[config.mk]
export PLATFORM = sky130hd
export DESIGN_NAME = fhc_top
export DESIGN_NICKNAME = d
export VERILOG_FILES = /design/src/core/fhc_pkg.sv /design/src/core/fhc_top.sv /design/src/core/fhc_axil_slave.sv /design/src/core/fhc_spi_engine.sv
export SDC_FILE = /design/constraint.sdc
export NUM_CORES = 2
export LEC_CHECK = 0
export BUFFER_PORTS_ARGS = -buffer_cell sky130_fd_sc_hd__buf_2
export CAP_MARGIN = 10
export CELL_PAD_IN_SITES_DETAIL_PLACEMENT = 0
export CELL_PAD_IN_SITES_GLOBAL_PLACEMENT = 2
export CORE_ASPECT_RATIO = 1.25
export CORE_MARGIN = 2
export CORE_UTILIZATION = 44
export DETAILED_ROUTE_END_ITERATION = 10
export PLACE_DENSITY = 0.73
export SKIP_CTS_REPAIR_TIMING = 1
export SLEW_MARGIN = 20
export SYNTH_ARGS = -nofsm -noshare
export SYNTH_HDL_FRONTEND = slang
export SYNTH_SLANG_ARGS = --single-unit
[constraint.sdc]
create_clock -name CORE_CLK_IN -period 5.63 [get_ports CORE_CLK_IN]
set_input_delay 0.2815 -clock CORE_CLK_IN [delete_from_list [all_inputs] [get_ports CORE_CLK_IN]]
set_output_delay 0.2815 -clock CORE_CLK_IN [all_outputs]
set_load 0.005 [all_outputs]
[src/core/fhc_pkg.sv]
package fhc_pkg;

  // Flash opcodes
  localparam logic [7:0] OPC_WRITE_ENABLE_CMD     = 8'h06;
  localparam logic [7:0] OPC_RDSR     = 8'h05;
  localparam logic [7:0] OPC_CHIP_A   = 8'h60;
  localparam logic [7:0] OPC_CHIP_B   = 8'hC7;
  localparam logic [7:0] OPC_PAGE1    = 8'h02;
  localparam logic [7:0] OPC_PAGE2    = 8'hA2;
  localparam logic [7:0] OPC_PAGE4    = 8'h32;
  localparam logic [7:0] OPC_SECERASE = 8'h44;

  // Register address width and offsets
  localparam int         AXI_ADDR_W = 8;
  localparam logic [7:0] REG_CTRL   = 8'h00;
  localparam logic [7:0] REG_ADDR   = 8'h04;
  localparam logic [7:0] REG_LEN    = 8'h08;
  localparam logic [7:0] REG_DATA   = 8'h0C;
  localparam logic [7:0] REG_STATUS = 8'h10;

  // Control op codes
  localparam logic [2:0] OP_CHIP_C7 = 3'h0;
  localparam logic [2:0] OP_CHIP_60 = 3'h1;
  localparam logic [2:0] OP_PAGE1   = 3'h2;
  localparam logic [2:0] OP_PAGE2   = 3'h3;
  localparam logic [2:0] OP_PAGE4   = 3'h4;
  localparam logic [2:0] OP_SECREG  = 3'h5;

  // Field positions
  localparam int CTRL_GO_BIT   = 0;
  localparam int CTRL_OP_LSB   = 1;
  localparam int CTRL_QE_BIT   = 4;
  localparam int CTRL_POLL_BIT = 5;
  localparam int STAT_BUSY_BIT = 0;
  localparam int STAT_ERR_BIT  = 1;
  localparam int STAT_DONE_BIT = 2;
  localparam int STAT_FL_LSB   = 8;
  localparam int FL_WIP_BIT    = 0;

  // Reset values
  localparam logic [2:0] CTRL_OP_RST   = OP_CHIP_C7;
  localparam logic       CTRL_POLL_RST = 1'b1;

  // Sizes and timing
  localparam int PAGE_BYTES    = 256;
  localparam int ADDR_BYTES    = 3;
  localparam int CLK_PERIOD_NS = 20;
  localparam int CS_GAP_NS     = 50;

  typedef enum logic [1:0] {
    LANES_1,
    LANES_2,
    LANES_4
  } fhc_lanes_e;

  typedef struct packed {
    logic [7:0] data;
    fhc_lanes_e lanes;
  } fhc_spi_req_s;

  typedef struct packed {
    logic [AXI_ADDR_W-1:0] addr;
    logic [31:0]           data;
    logic [3:0]            strb;
  } fhc_wr_s;

endpackage

[src/core/fhc_top.sv]
// Overview of operation
// Chip erase is opcode 60 or C7 alone
// Write enable precedes every chip erase
// Chip select rises only after whole byte
// Flash shows busy during erase, then clears latch
// Flash erases chip only when unprotected
// Page write: 02, three address bytes, data
// Write enable precedes every page write
// Flash wraps address within 256-byte page
// Flash keeps only last 256 bytes sent
// Short page write leaves other bytes alone
// Select held low, raised after whole byte
// Flash shows busy during program, clears latch
// Flash skips write to protected page
// Dual page write A2, data on two lines
// Write enable precedes dual page write
// Quad write 32 needs latch and quad enable
// Three separate 512-byte security registers exist
// Security erase 44 with 24-bit address
// Security address: 00, index, zeros, ignored
// Flash shows busy during security erase
// Locked security registers ignore erase forever
// Upper lines unused in single-line commands
// Shift most significant bit first
// Refused commands change nothing in the flash
`timescale 1ns/1ns
module fhc_top
  import fhc_pkg::*;
#(
  parameter int SCLK_HALF_CYC = 4
) (
  // Clock and reset
  input  wire logic                  CORE_CLK_IN,
  input  wire logic                  RST_IN,
  // AXI4-Lite register slave
  input  wire logic [AXI_ADDR_W-1:0] S_AXI_AWADDR_IN,
  input  wire logic                  S_AXI_AWVALID_IN,
  output logic                       S_AXI_AWREADY_OUT,
  input  wire logic [31:0]           S_AXI_WDATA_IN,
  input  wire logic [3:0]            S_AXI_WSTRB_IN,
  input  wire logic                  S_AXI_WVALID_IN,
  output logic                       S_AXI_WREADY_OUT,
  output logic [1:0]                 S_AXI_BRESP_OUT,
  output logic                       S_AXI_BVALID_OUT,
  input  wire logic                  S_AXI_BREADY_IN,
  input  wire logic [AXI_ADDR_W-1:0] S_AXI_ARADDR_IN,
  input  wire logic                  S_AXI_ARVALID_IN,
  output logic                       S_AXI_ARREADY_OUT,
  output logic [31:0]                S_AXI_RDATA_OUT,
  output logic [1:0]                 S_AXI_RRESP_OUT,
  output logic                       S_AXI_RVALID_OUT,
  input  wire logic                  S_AXI_RREADY_IN,
  // Flash pins
  output logic                       FLASH_CS_N_OUT,
  output logic                       FLASH_SCLK_OUT,
  output logic [3:0]                 FLASH_IO_OUT,
  output logic [3:0]                 FLASH_IO_OE_N_OUT,
  input  wire logic [3:0]            FLASH_IO_IN
);

  localparam int GAP_CYC = (CS_GAP_NS + CLK_PERIOD_NS - 1) / CLK_PERIOD_NS;

  if (GAP_CYC < 1 || GAP_CYC > 15) begin : g_chk
    $error("Chip select gap must fit a four-bit counter");
  end

  typedef enum logic [2:0] {
    ST_IDLE,
    ST_WEN,
    ST_GAP,
    ST_OP,
    ST_ADDR,
    ST_DATA,
    ST_POLL_OP,
    ST_POLL_RD
  } fhc_state_e;

  function automatic logic [31:0] merge(input logic [31:0] old_v, input logic [31:0] new_v,
                                        input logic [3:0] strb);
    for (int i = 0; i < 4; i++) begin
      merge[8*i +: 8] = strb[i] ? new_v[8*i +: 8] : old_v[8*i +: 8];
    end
  endfunction

  function automatic logic mapped(input logic [AXI_ADDR_W-1:0] a);
    mapped = (a == REG_CTRL) || (a == REG_ADDR) || (a == REG_LEN) ||
             (a == REG_DATA) || (a == REG_STATUS);
  endfunction

  function automatic logic is_page(input logic [2:0] op);
    is_page = (op == OP_PAGE1) || (op == OP_PAGE2) || (op == OP_PAGE4);
  endfunction

  // Register bus side
  logic                  wr_en;
  fhc_wr_s               wr;
  logic                  wr_err;
  logic [AXI_ADDR_W-1:0] rd_addr;
  logic [31:0]           rd_data;
  logic                  rd_err;

  // Software registers
  logic [2:0]  op_q;
  logic        qe_q;
  logic        poll_q;
  logic        go_q;
  logic [23:0] addr_q;
  logic [8:0]  len_q;
  logic [8:0]  wptr_q;
  logic [7:0]  buf_q [PAGE_BYTES];
  logic [31:0] addr_m;
  logic [31:0] len_m;
  logic        wr_ok;

  // Sequencer
  fhc_state_e  st_q;
  fhc_state_e  ret_q;
  logic        cs_n_q;
  logic        pend_q;
  logic        busy_q;
  logic        err_q;
  logic        done_q;
  logic [1:0]  idx_q;
  logic [8:0]  cnt_q;
  logic [3:0]  gap_q;
  logic [7:0]  fstat_q;
  logic        bad;
  logic        fin_now;
  logic        send;
  logic        start;
  fhc_spi_req_s req;
  logic [23:0] fl_addr;
  logic        eng_done;
  logic [7:0]  eng_rx;

  fhc_axil_slave u_bus (
    .clk_in      (CORE_CLK_IN),
    .rst_in      (RST_IN),
    .awaddr_in   (S_AXI_AWADDR_IN),
    .awvalid_in  (S_AXI_AWVALID_IN),
    .awready_out (S_AXI_AWREADY_OUT),
    .wdata_in    (S_AXI_WDATA_IN),
    .wstrb_in    (S_AXI_WSTRB_IN),
    .wvalid_in   (S_AXI_WVALID_IN),
    .wready_out  (S_AXI_WREADY_OUT),
    .bresp_out   (S_AXI_BRESP_OUT),
    .bvalid_out  (S_AXI_BVALID_OUT),
    .bready_in   (S_AXI_BREADY_IN),
    .araddr_in   (S_AXI_ARADDR_IN),
    .arvalid_in  (S_AXI_ARVALID_IN),
    .arready_out (S_AXI_ARREADY_OUT),
    .rdata_out   (S_AXI_RDATA_OUT),
    .rresp_out   (S_AXI_RRESP_OUT),
    .rvalid_out  (S_AXI_RVALID_OUT),
    .rready_in   (S_AXI_RREADY_IN),
    .wr_en_out   (wr_en),
    .wr_out      (wr),
    .wr_err_in   (wr_err),
    .rd_addr_out (rd_addr),
    .rd_data_in  (rd_data),
    .rd_err_in   (rd_err)
  );

  fhc_spi_engine #(
    .HALF_CYC (SCLK_HALF_CYC)
  ) u_eng (
    .clk_in      (CORE_CLK_IN),
    .rst_in      (RST_IN),
    .start_in    (start),
    .req_in      (req),
    .done_out    (eng_done),
    .rx_out      (eng_rx),
    .sclk_out    (FLASH_SCLK_OUT),
    .io_out      (FLASH_IO_OUT),
    .io_oe_n_out (FLASH_IO_OE_N_OUT),
    .io_in       (FLASH_IO_IN)
  );

  // Address decode and read mux
  always_comb begin
    wr_err  = !mapped(wr.addr);
    rd_err  = !mapped(rd_addr);
    addr_m  = merge({8'h00, addr_q}, wr.data, wr.strb);
    len_m   = merge({23'h00_0000, len_q}, wr.data, wr.strb);
    wr_ok   = wr_en && !busy_q;
    rd_data = 32'h0000_0000;
    if (rd_addr == REG_CTRL) begin
      rd_data[CTRL_OP_LSB +: 3] = op_q;
      rd_data[CTRL_QE_BIT]      = qe_q;
      rd_data[CTRL_POLL_BIT]    = poll_q;
    end else if (rd_addr == REG_ADDR) begin
      rd_data[23:0] = addr_q;
    end else if (rd_addr == REG_LEN) begin
      rd_data[8:0] = len_q;
    end else if (rd_addr == REG_DATA) begin
      rd_data[8:0] = wptr_q;
    end else if (rd_addr == REG_STATUS) begin
      rd_data[STAT_BUSY_BIT]    = busy_q;
      rd_data[STAT_ERR_BIT]     = err_q;
      rd_data[STAT_DONE_BIT]    = done_q;
      rd_data[STAT_FL_LSB +: 8] = fstat_q;
    end
  end

  // Control registers
  always_ff @(posedge CORE_CLK_IN) begin
    if (RST_IN) begin
      op_q   <= CTRL_OP_RST;
      qe_q   <= 1'b0;
      poll_q <= CTRL_POLL_RST;
      go_q   <= 1'b0;
      addr_q <= 24'h00_0000;
      len_q  <= 9'h000;
    end else begin
      go_q <= 1'b0;
      if (wr_ok && wr.addr == REG_CTRL && wr.strb[0]) begin
        go_q   <= wr.data[CTRL_GO_BIT];
        op_q   <= wr.data[CTRL_OP_LSB +: 3];
        qe_q   <= wr.data[CTRL_QE_BIT];
        poll_q <= wr.data[CTRL_POLL_BIT];
      end
      if (wr_ok && wr.addr == REG_ADDR) begin
        addr_q <= addr_m[23:0];
      end
      if (wr_ok && wr.addr == REG_LEN) begin
        len_q <= len_m[8:0];
      end
    end
  end

  // Buffer fill; rewinds at command end
  always_ff @(posedge CORE_CLK_IN) begin
    if (RST_IN) begin
      wptr_q <= 9'h000;
    end else if (st_q == ST_GAP && ret_q == ST_IDLE && gap_q == 4'(GAP_CYC - 1)) begin
      wptr_q <= 9'h000;
    end else if (wr_ok && wr.addr == REG_DATA && wr.strb[0] && wptr_q < 9'(PAGE_BYTES)) begin
      wptr_q <= wptr_q + 9'h001;
    end
  end

  always_ff @(posedge CORE_CLK_IN) begin
    if (wr_ok && wr.addr == REG_DATA && wr.strb[0] && wptr_q < 9'(PAGE_BYTES)) begin
      buf_q[wptr_q[7:0]] <= wr.data[7:0];
    end
  end

  // Refusal checks
  always_comb begin
    bad = (op_q > OP_SECREG) ||
          (is_page(op_q) && (len_q == 9'h000 || len_q > 9'(PAGE_BYTES))) ||
          (op_q == OP_PAGE4 && !qe_q) ||
          (op_q == OP_SECREG && addr_q[1:0] == 2'b00);
    fl_addr = addr_q;
    if (op_q == OP_SECREG) begin
      fl_addr = {8'h00, 2'b00, addr_q[1:0], 3'b000, 9'h000};
    end
    fin_now = eng_done &&
              ((st_q == ST_OP && (op_q == OP_CHIP_C7 || op_q == OP_CHIP_60)) ||
               (st_q == ST_ADDR && idx_q == 2'(ADDR_BYTES - 1) && op_q == OP_SECREG) ||
               (st_q == ST_DATA && cnt_q == len_q - 9'h001));
  end

  // Byte to send in each state but idle and gap
  always_comb begin
    req.data  = 8'h00;
    req.lanes = LANES_1;
    send      = 1'b1;
    unique case (st_q)
      ST_IDLE, ST_GAP: send = 1'b0;
      ST_WEN: req.data = OPC_WRITE_ENABLE_CMD;
      ST_OP: begin
        unique case (op_q)
          OP_CHIP_C7: req.data = OPC_CHIP_B;
          OP_CHIP_60: req.data = OPC_CHIP_A;
          OP_PAGE1:   req.data = OPC_PAGE1;
          OP_PAGE2:   req.data = OPC_PAGE2;
          OP_PAGE4:   req.data = OPC_PAGE4;
          default:    req.data = OPC_SECERASE;
        endcase
      end
      ST_ADDR: begin
        unique case (idx_q)
          2'h0:    req.data = fl_addr[23:16];
          2'h1:    req.data = fl_addr[15:8];
          default: req.data = fl_addr[7:0];
        endcase
      end
      ST_DATA: begin
        req.data  = buf_q[cnt_q[7:0]];
        req.lanes = (op_q == OP_PAGE2) ? LANES_2 :
                    (op_q == OP_PAGE4) ? LANES_4 : LANES_1;
      end
      ST_POLL_OP: req.data = OPC_RDSR;
      ST_POLL_RD: req.data = 8'h00;
    endcase
    start = send && !pend_q;
  end

  // Command sequencer
  always_ff @(posedge CORE_CLK_IN) begin
    if (RST_IN) begin
      st_q    <= ST_IDLE;
      ret_q   <= ST_IDLE;
      cs_n_q  <= 1'b1;
      pend_q  <= 1'b0;
      busy_q  <= 1'b0;
      err_q   <= 1'b0;
      done_q  <= 1'b0;
      idx_q   <= 2'h0;
      cnt_q   <= 9'h000;
      gap_q   <= 4'h0;
      fstat_q <= 8'h00;
    end else begin
      if (start) begin
        pend_q <= 1'b1;
      end else if (eng_done) begin
        pend_q <= 1'b0;
      end
      if (fin_now) begin
        cs_n_q <= 1'b1;
        gap_q  <= 4'h0;
        ret_q  <= poll_q ? ST_POLL_OP : ST_IDLE;
        st_q   <= ST_GAP;
      end else begin
        unique case (st_q)
          ST_IDLE: begin
            if (go_q) begin
              done_q <= 1'b0;
              err_q  <= bad;
              if (!bad) begin
                busy_q <= 1'b1;
                cs_n_q <= 1'b0;
                st_q   <= ST_WEN;
              end
            end
          end
          ST_WEN: begin
            if (eng_done) begin
              cs_n_q <= 1'b1;
              gap_q  <= 4'h0;
              ret_q  <= ST_OP;
              st_q   <= ST_GAP;
            end
          end
          ST_GAP: begin
            if (gap_q == 4'(GAP_CYC - 1)) begin
              if (ret_q == ST_IDLE) begin
                busy_q <= 1'b0;
                done_q <= 1'b1;
                st_q   <= ST_IDLE;
              end else begin
                cs_n_q <= 1'b0;
                st_q   <= ret_q;
              end
            end else begin
              gap_q <= gap_q + 4'h1;
            end
          end
          ST_OP: begin
            if (eng_done) begin
              idx_q <= 2'h0;
              cnt_q <= 9'h000;
              st_q  <= ST_ADDR;
            end
          end
          ST_ADDR: begin
            if (eng_done) begin
              idx_q <= idx_q + 2'h1;
              if (idx_q == 2'(ADDR_BYTES - 1)) begin
                st_q <= ST_DATA;
              end
            end
          end
          ST_DATA: begin
            if (eng_done) begin
              cnt_q <= cnt_q + 9'h001;
            end
          end
          ST_POLL_OP: begin
            if (eng_done) begin
              st_q <= ST_POLL_RD;
            end
          end
          ST_POLL_RD: begin
            if (eng_done) begin
              fstat_q <= eng_rx;
              cs_n_q  <= 1'b1;
              gap_q   <= 4'h0;
              ret_q   <= eng_rx[FL_WIP_BIT] ? ST_POLL_OP : ST_IDLE;
              st_q    <= ST_GAP;
            end
          end
        endcase
      end
    end
  end

  assign FLASH_CS_N_OUT = cs_n_q;

endmodule

[src/core/fhc_axil_slave.sv]
`timescale 1ns/1ns
module fhc_axil_slave
  import fhc_pkg::*;
(
  // Clock and reset
  input  wire logic                  clk_in,
  input  wire logic                  rst_in,
  // AXI4-Lite slave
  input  wire logic [AXI_ADDR_W-1:0] awaddr_in,
  input  wire logic                  awvalid_in,
  output logic                       awready_out,
  input  wire logic [31:0]           wdata_in,
  input  wire logic [3:0]            wstrb_in,
  input  wire logic                  wvalid_in,
  output logic                       wready_out,
  output logic [1:0]                 bresp_out,
  output logic                       bvalid_out,
  input  wire logic                  bready_in,
  input  wire logic [AXI_ADDR_W-1:0] araddr_in,
  input  wire logic                  arvalid_in,
  output logic                       arready_out,
  output logic [31:0]                rdata_out,
  output logic [1:0]                 rresp_out,
  output logic                       rvalid_out,
  input  wire logic                  rready_in,
  // Register side
  output logic                       wr_en_out,
  output fhc_wr_s                    wr_out,
  input  wire logic                  wr_err_in,
  output logic [AXI_ADDR_W-1:0]      rd_addr_out,
  input  wire logic [31:0]           rd_data_in,
  input  wire logic                  rd_err_in
);

  localparam logic [1:0] RESP_OKAY   = 2'h0;
  localparam logic [1:0] RESP_SLVERR = 2'h2;

  logic    aw_rdy_q;
  logic    w_rdy_q;
  logic    ar_rdy_q;
  logic    bvalid_q;
  logic    rvalid_q;
  logic [1:0]  bresp_q;
  logic [1:0]  rresp_q;
  logic [31:0] rdata_q;
  fhc_wr_s wr_q;
  logic    wr_fire;

  // Both halves held
  assign wr_fire = !aw_rdy_q && !w_rdy_q && !bvalid_q;

  always_ff @(posedge clk_in) begin
    if (rst_in) begin
      aw_rdy_q <= 1'b1;
      w_rdy_q  <= 1'b1;
      bvalid_q <= 1'b0;
      bresp_q  <= RESP_OKAY;
      wr_q     <= '0;
    end else begin
      if (aw_rdy_q && awvalid_in) begin
        aw_rdy_q  <= 1'b0;
        wr_q.addr <= awaddr_in;
      end
      if (w_rdy_q && wvalid_in) begin
        w_rdy_q   <= 1'b0;
        wr_q.data <= wdata_in;
        wr_q.strb <= wstrb_in;
      end
      if (wr_fire) begin
        bvalid_q <= 1'b1;
        bresp_q  <= wr_err_in ? RESP_SLVERR : RESP_OKAY;
      end else if (bvalid_q && bready_in) begin
        bvalid_q <= 1'b0;
        aw_rdy_q <= 1'b1;
        w_rdy_q  <= 1'b1;
      end
    end
  end

  always_ff @(posedge clk_in) begin
    if (rst_in) begin
      ar_rdy_q <= 1'b1;
      rvalid_q <= 1'b0;
      rresp_q  <= RESP_OKAY;
      rdata_q  <= 32'h0000_0000;
    end else if (ar_rdy_q && arvalid_in) begin
      ar_rdy_q <= 1'b0;
      rvalid_q <= 1'b1;
      rdata_q  <= rd_data_in;
      rresp_q  <= rd_err_in ? RESP_SLVERR : RESP_OKAY;
    end else if (rvalid_q && rready_in) begin
      rvalid_q <= 1'b0;
      ar_rdy_q <= 1'b1;
    end
  end

  assign awready_out = aw_rdy_q;
  assign wready_out  = w_rdy_q;
  assign bvalid_out  = bvalid_q;
  assign bresp_out   = bresp_q;
  assign arready_out = ar_rdy_q;
  assign rvalid_out  = rvalid_q;
  assign rresp_out   = rresp_q;
  assign rdata_out   = rdata_q;
  assign wr_en_out   = wr_fire;
  assign wr_out      = wr_q;
  assign rd_addr_out = araddr_in;

endmodule

[src/core/fhc_spi_engine.sv]
`timescale 1ns/1ns
module fhc_spi_engine
  import fhc_pkg::*;
#(
  parameter int HALF_CYC = 4
) (
  // Clock and reset
  input  wire logic         clk_in,
  input  wire logic         rst_in,
  // Byte request
  input  wire logic         start_in,
  input  wire fhc_spi_req_s req_in,
  output logic              done_out,
  output logic [7:0]        rx_out,
  // Flash pins
  output logic              sclk_out,
  output logic [3:0]        io_out,
  output logic [3:0]        io_oe_n_out,
  input  wire logic [3:0]   io_in
);

  if (HALF_CYC < 4 || HALF_CYC > 255) begin : g_chk
    $error("HALF_CYC must lie between 4 and 255");
  end

  function automatic logic [3:0] lane_bits(input logic [7:0] b, input fhc_lanes_e l);
    unique case (l)
      LANES_1: lane_bits = {3'b000, b[7]};
      LANES_2: lane_bits = {2'b00, b[7:6]};
      default: lane_bits = b[7:4];
    endcase
  endfunction

  function automatic logic [7:0] lane_shift(input logic [7:0] b, input fhc_lanes_e l);
    unique case (l)
      LANES_1: lane_shift = {b[6:0], 1'b0};
      LANES_2: lane_shift = {b[5:0], 2'b00};
      default: lane_shift = {b[3:0], 4'h0};
    endcase
  endfunction

  logic [3:0] s1_q;
  logic [3:0] s2_q;
  logic [3:0] s3_q;
  logic [3:0] io_st_q;
  logic       busy_q;
  logic       done_q;
  logic       sclk_q;
  logic [7:0] div_q;
  logic [3:0] grp_q;
  logic [7:0] sh_q;
  logic [7:0] rx_q;
  logic [3:0] io_q;
  logic [3:0] oe_n_q;
  fhc_lanes_e lanes_q;
  logic [7:0] sh_next;

  // Pin synchroniser
  always_ff @(posedge clk_in) begin
    if (rst_in) begin
      s1_q    <= 4'h0;
      s2_q    <= 4'h0;
      s3_q    <= 4'h0;
      io_st_q <= 4'h0;
    end else begin
      s1_q <= io_in;
      s2_q <= s1_q;
      s3_q <= s2_q;
      if (s2_q == s3_q) begin
        io_st_q <= s3_q;
      end
    end
  end

  assign sh_next = lane_shift(sh_q, lanes_q);

  // Mode 0 shifter
  always_ff @(posedge clk_in) begin
    if (rst_in) begin
      busy_q  <= 1'b0;
      done_q  <= 1'b0;
      sclk_q  <= 1'b0;
      div_q   <= 8'h00;
      grp_q   <= 4'h0;
      sh_q    <= 8'h00;
      rx_q    <= 8'h00;
      io_q    <= 4'h0;
      oe_n_q  <= 4'hF;
      lanes_q <= LANES_1;
    end else begin
      done_q <= 1'b0;
      if (!busy_q) begin
        if (start_in) begin
          busy_q  <= 1'b1;
          sh_q    <= req_in.data;
          lanes_q <= req_in.lanes;
          div_q   <= 8'h00;
          io_q    <= lane_bits(req_in.data, req_in.lanes);
          oe_n_q  <= (req_in.lanes == LANES_1) ? 4'hE :
                     (req_in.lanes == LANES_2) ? 4'hC : 4'h0;
          grp_q   <= (req_in.lanes == LANES_1) ? 4'h8 :
                     (req_in.lanes == LANES_2) ? 4'h4 : 4'h2;
        end
      end else if (div_q == 8'(HALF_CYC - 1)) begin
        div_q <= 8'h00;
        if (!sclk_q) begin
          sclk_q <= 1'b1;
        end else begin
          sclk_q <= 1'b0;
          rx_q   <= {rx_q[6:0], io_st_q[1]};
          sh_q   <= sh_next;
          io_q   <= lane_bits(sh_next, lanes_q);
          grp_q  <= grp_q - 4'h1;
          if (grp_q == 4'h1) begin
            busy_q <= 1'b0;
            done_q <= 1'b1;
          end
        end
      end else begin
        div_q <= div_q + 8'h01;
      end
    end
  end

  assign done_out    = done_q;
  assign rx_out      = rx_q;
  assign sclk_out    = sclk_q;
  assign io_out      = io_q;
  assign io_oe_n_out = oe_n_q;

endmodule

==> impl_summary.md <==
Status
The flow ran to the end, but the final reports show violations. The checks that failed: hold timing.

Timing
For the final database, setup skew stands at 30.7 ps. Dividing the final minimum period by the clock period gives 0.797. Headroom to the max-slew limit came out at 0.139. In the post-route analysis, the smallest setup slack over all paths is 1140 ps. The number of hold violations in the final report is 2. Setup repair after global routing left no endpoint under its margin.

The setup TNS is 0 ps. The pin slew with the least headroom to its limit is 1290 ps. The max-slew violation count is 0. The upper clock frequency limit is 223 MHz. Counting I/O delays and the setup requirement, the final critical path takes 4490 ps.

The worst hold margin is -1.78 ps. Setup violations remaining at the end of the flow were counted as 0.

Logic synthesis
Of the synthesized area, sequential elements account for 0.742. After synthesis the cells add up to 0.0885 sq mm. The cell count after synthesis is 4,786.

The number of flops mapped to enable cells by yosys is 2,048. Averaged over all synthesized cells, the footprint is 18.5 sq um. The most common flop cell mapped by yosys is edfxtp_1. During synthesis, Yosys emitted a total of 0 warnings. The synthesized design contains 2,256 register bits. The number of different library cells used by synthesis comes to 78.

The proportion of register bits with asynchronous set or reset after synthesis is 0.

Worst setup path
The signal on the critical path passes through buf_12 > mux4_2 > mux4_2 > a22o_1 > o21ai_0 > o21ai_0 > a21oi_1 > o21ai_0 > o2111a_1. The critical-path maximum fanout is 52. For this design, the slowest cell found on the critical path is dfxtp_4.

The cell that appears most often on the critical path is o21ai_0. The arrival time at the worst endpoint is 5220 ps. The worst setup path is captured at a register.

Data on the critical path is required at its endpoint by 6360 ps. On the worst path, the slowest cell contributes a delay of 1000 ps. The count of buffer and inverter cells on the critical path is 1. The category of the worst setup path launch point is a register. The category of the critical setup timing path is reg -> reg. Among cell families on the critical path, the largest total delay comes from compound AO/OA/AOI/OAI gates.

Layout
The library cell used most frequently in the layout, excluding fill and tap cells, is edfxtp_1. In the layout the commonest cells are edfxtp_1, mux4_2, nor2_1. The count of cells in the finished layout, fillers not included, comes to 7,908. For this run, the post-layout net count is 5,106. After filler insertion, the fill cell instance count of the layout stands at 16,300. The utilization after layout is 0.500.

The ratio of cells with drive above 1 in the final layout is 0.223. Relative to the synthesized area, the layout overhead comes to 13.4%.

GRT
The combined global-route utilization of all metal layers is 0.244. The number of antenna violations at the first check in global routing was 7. The met2 layer usage reported by global route is 0.416. The global-route met1 utilization is 0.316. The number of global-route vias before repair is 46,700. After global routing, the most crowded layer is met2. The global-route wire length before repair is 354 mm.

Summed over all layers, the global routing overflow is 0. Entering global routing, the biggest net connects 235 pins. In the global route stage, met3 resource usage came out at 0.0379.

Floorplan
The starting utilization of the core area is 0.441. The die is 505 microns tall. The region available for standard cell placement spans 0.201 sq mm. The die covers 0.205 sq mm. The chip width is 405 microns.

The top-level port count is 114. After floorplanning, the core was divided into 184 placement rows.

Power and ir drop
The cell area power density is 332 mW/mm^2. The peak ir drop on the vdd network is 312 uV. The cell leakage power is 0.0289 uW.

Routing
Dividing the detail-routed wire length by the instance count gives 31.8 microns. The DRC violations left is 0. The number of vias in the routed layout is 47,200. The routed wire length is 251 mm. The DRC marker count from the first detailed-route iteration is 5,205. The first-pass iteration count of the detailed router is 5.

Once detail routing completed, the nets flagged for antenna violations numbered 0. The via density per instance is 5.97.

Clock network
TritonCTS built the clock tree. The CTS clock-pin slew for the worst setup and hold paths is 60 ps. No sink is reached through more buffers than the 3 on the longest clock path. The later-pin clock latency in the skew report is 850 ps. Clock tree synthesis selected as its root buffer the cell clkbuf_16. The CTS sink count is 2,256. Counting the buffers created by CTS gives 210. The H-tree level count is 4.

Job
Max-cap violations in this run came to 0.

Place
The number of cells in the design after placement is 7,455. Once detailed placement completed, the half-perimeter wirelength came to 158 mm. The total of buffers placed on input and output ports is 94. The post-placement worst setup slack is 1130 ps. The final weighted congestion of routability-driven global placement is 0.868.

Hold path
In this run the worst hold path is classified as in -> reg. The startpoint of the most critical hold path is S_AXI_ARADDR_IN[6].
-- Yosys cell counts, drive strengths merged (12+ instances only) --
cell	instances	area [sq um]
nand2	257	965
mux2i	111	1110
a22o	25	219
xnor2	17	149
o21ai	58	290
a311oi	13	114
nand2b	23	144
o22ai	40	250
mux4	520	11700
nand3	93	465
a211oi	20	150
nor3	34	170
ha	14	175
nor2	409	1540
a21oi	162	811
inv	28	105
and3	12	75.1
dfxtp	208	4160
a22oi	112	841
buf	124	606
mux2	26	293
o221ai	12	105
nand4	13	81.3
clkbuf	173	651
a221oi	20	175
and2	16	100
edfxtp	2048	61500
nor2b	43	269
-- per-stage QoR --
stage | power [uW] | area, sq um | hold slack (ps)
3_5_place_dp | 19200 | 92800 | 428
3_3_place_gp | 19200 | 92800 | 427
6_report | 33300 | 100000 | -1.78
5_1_grt | 34100 | 100000 | 22.2
4_1_cts | 33500 | 99700 | -426
2_1_floorplan | 19000 | 88500 | 382
-- kinds of logic after synthesis --
family          count (synthesis)  share of synthesized area
flops                        2256                      0.742
buf+inv                       325                     0.0154
xor+xnor                       25                    0.00247
compound gates                553                     0.0421
other cells                     1                  0.0000424
mux                           657                      0.148
fa+ha+maj                      14                    0.00198
simple gates                  955                     0.0475
-- state kept, by name (all words and copies together), names as in the netlist, 4 cells and up, named ones only --
signal           count
addr_q              24
buf_q             2048
cnt_q                9
fstat_q              8
gap_q                4
len_q                9
u_bus.rdata_out     24
u_bus.wr_out        35
u_eng.div_q          8
u_eng.grp_q          4
u_eng.io_out         4
u_eng.rx_out         8
u_eng.s1_q           4
u_eng.s2_q           4
u_eng.s3_q           4
u_eng.sh_q           7
wptr_q               9
-- area by class of cell --
type | instances | area, sq um | share of cell area
well taps | 2697 | 3370 | 0.0336
inverters | 28 | 108 | 0.00107
repair buffers | 319 | 2640 | 0.0263
clock buffers | 255 | 5470 | 0.0545
clock inverters | 136 | 1460 | 0.0145
multi-input cells | 2214 | 21600 | 0.215
diodes | 3 | 7.51 | 0.0000748
flip-flops and latches | 2256 | 65700 | 0.655
-- tightest hold or removal path: stages --
cell	delay [ps]
buf_2	80
nor2_1	50
nand2_1	110
o221ai_1	130
o21ai_0	100
nor2_1	40
-- per-layer routing --
layer | wire (microns) | up-vias
li1 | - | 19800
met1 | 97100 | 25000
met2 | 127000 | 1920
met3 | 16600 | 414
met4 | 10500 | 2
met5 | 14 | -
-- worst paths after layout --
path / end / slack, ps / cells past startpoint
setup reg to reg: u_eng.sh_q[2] / 1140 / 9
setup / recovery: u_eng.sh_q[2] / 1140 / 9
hold / removal: u_bus.rdata_out[8] / -2 / 6
hold reg to reg: u_eng.s2_q[2] / 440 / 1
-- power by group --
part	switching (uW)	internal (uW)	total [uW]
logic	373	120	493
registers	79.8	18300	18400
clock network	6270	8160	14400
total	6720	26600	33300
No activity file was read; power rests on OpenSTA's default activity.
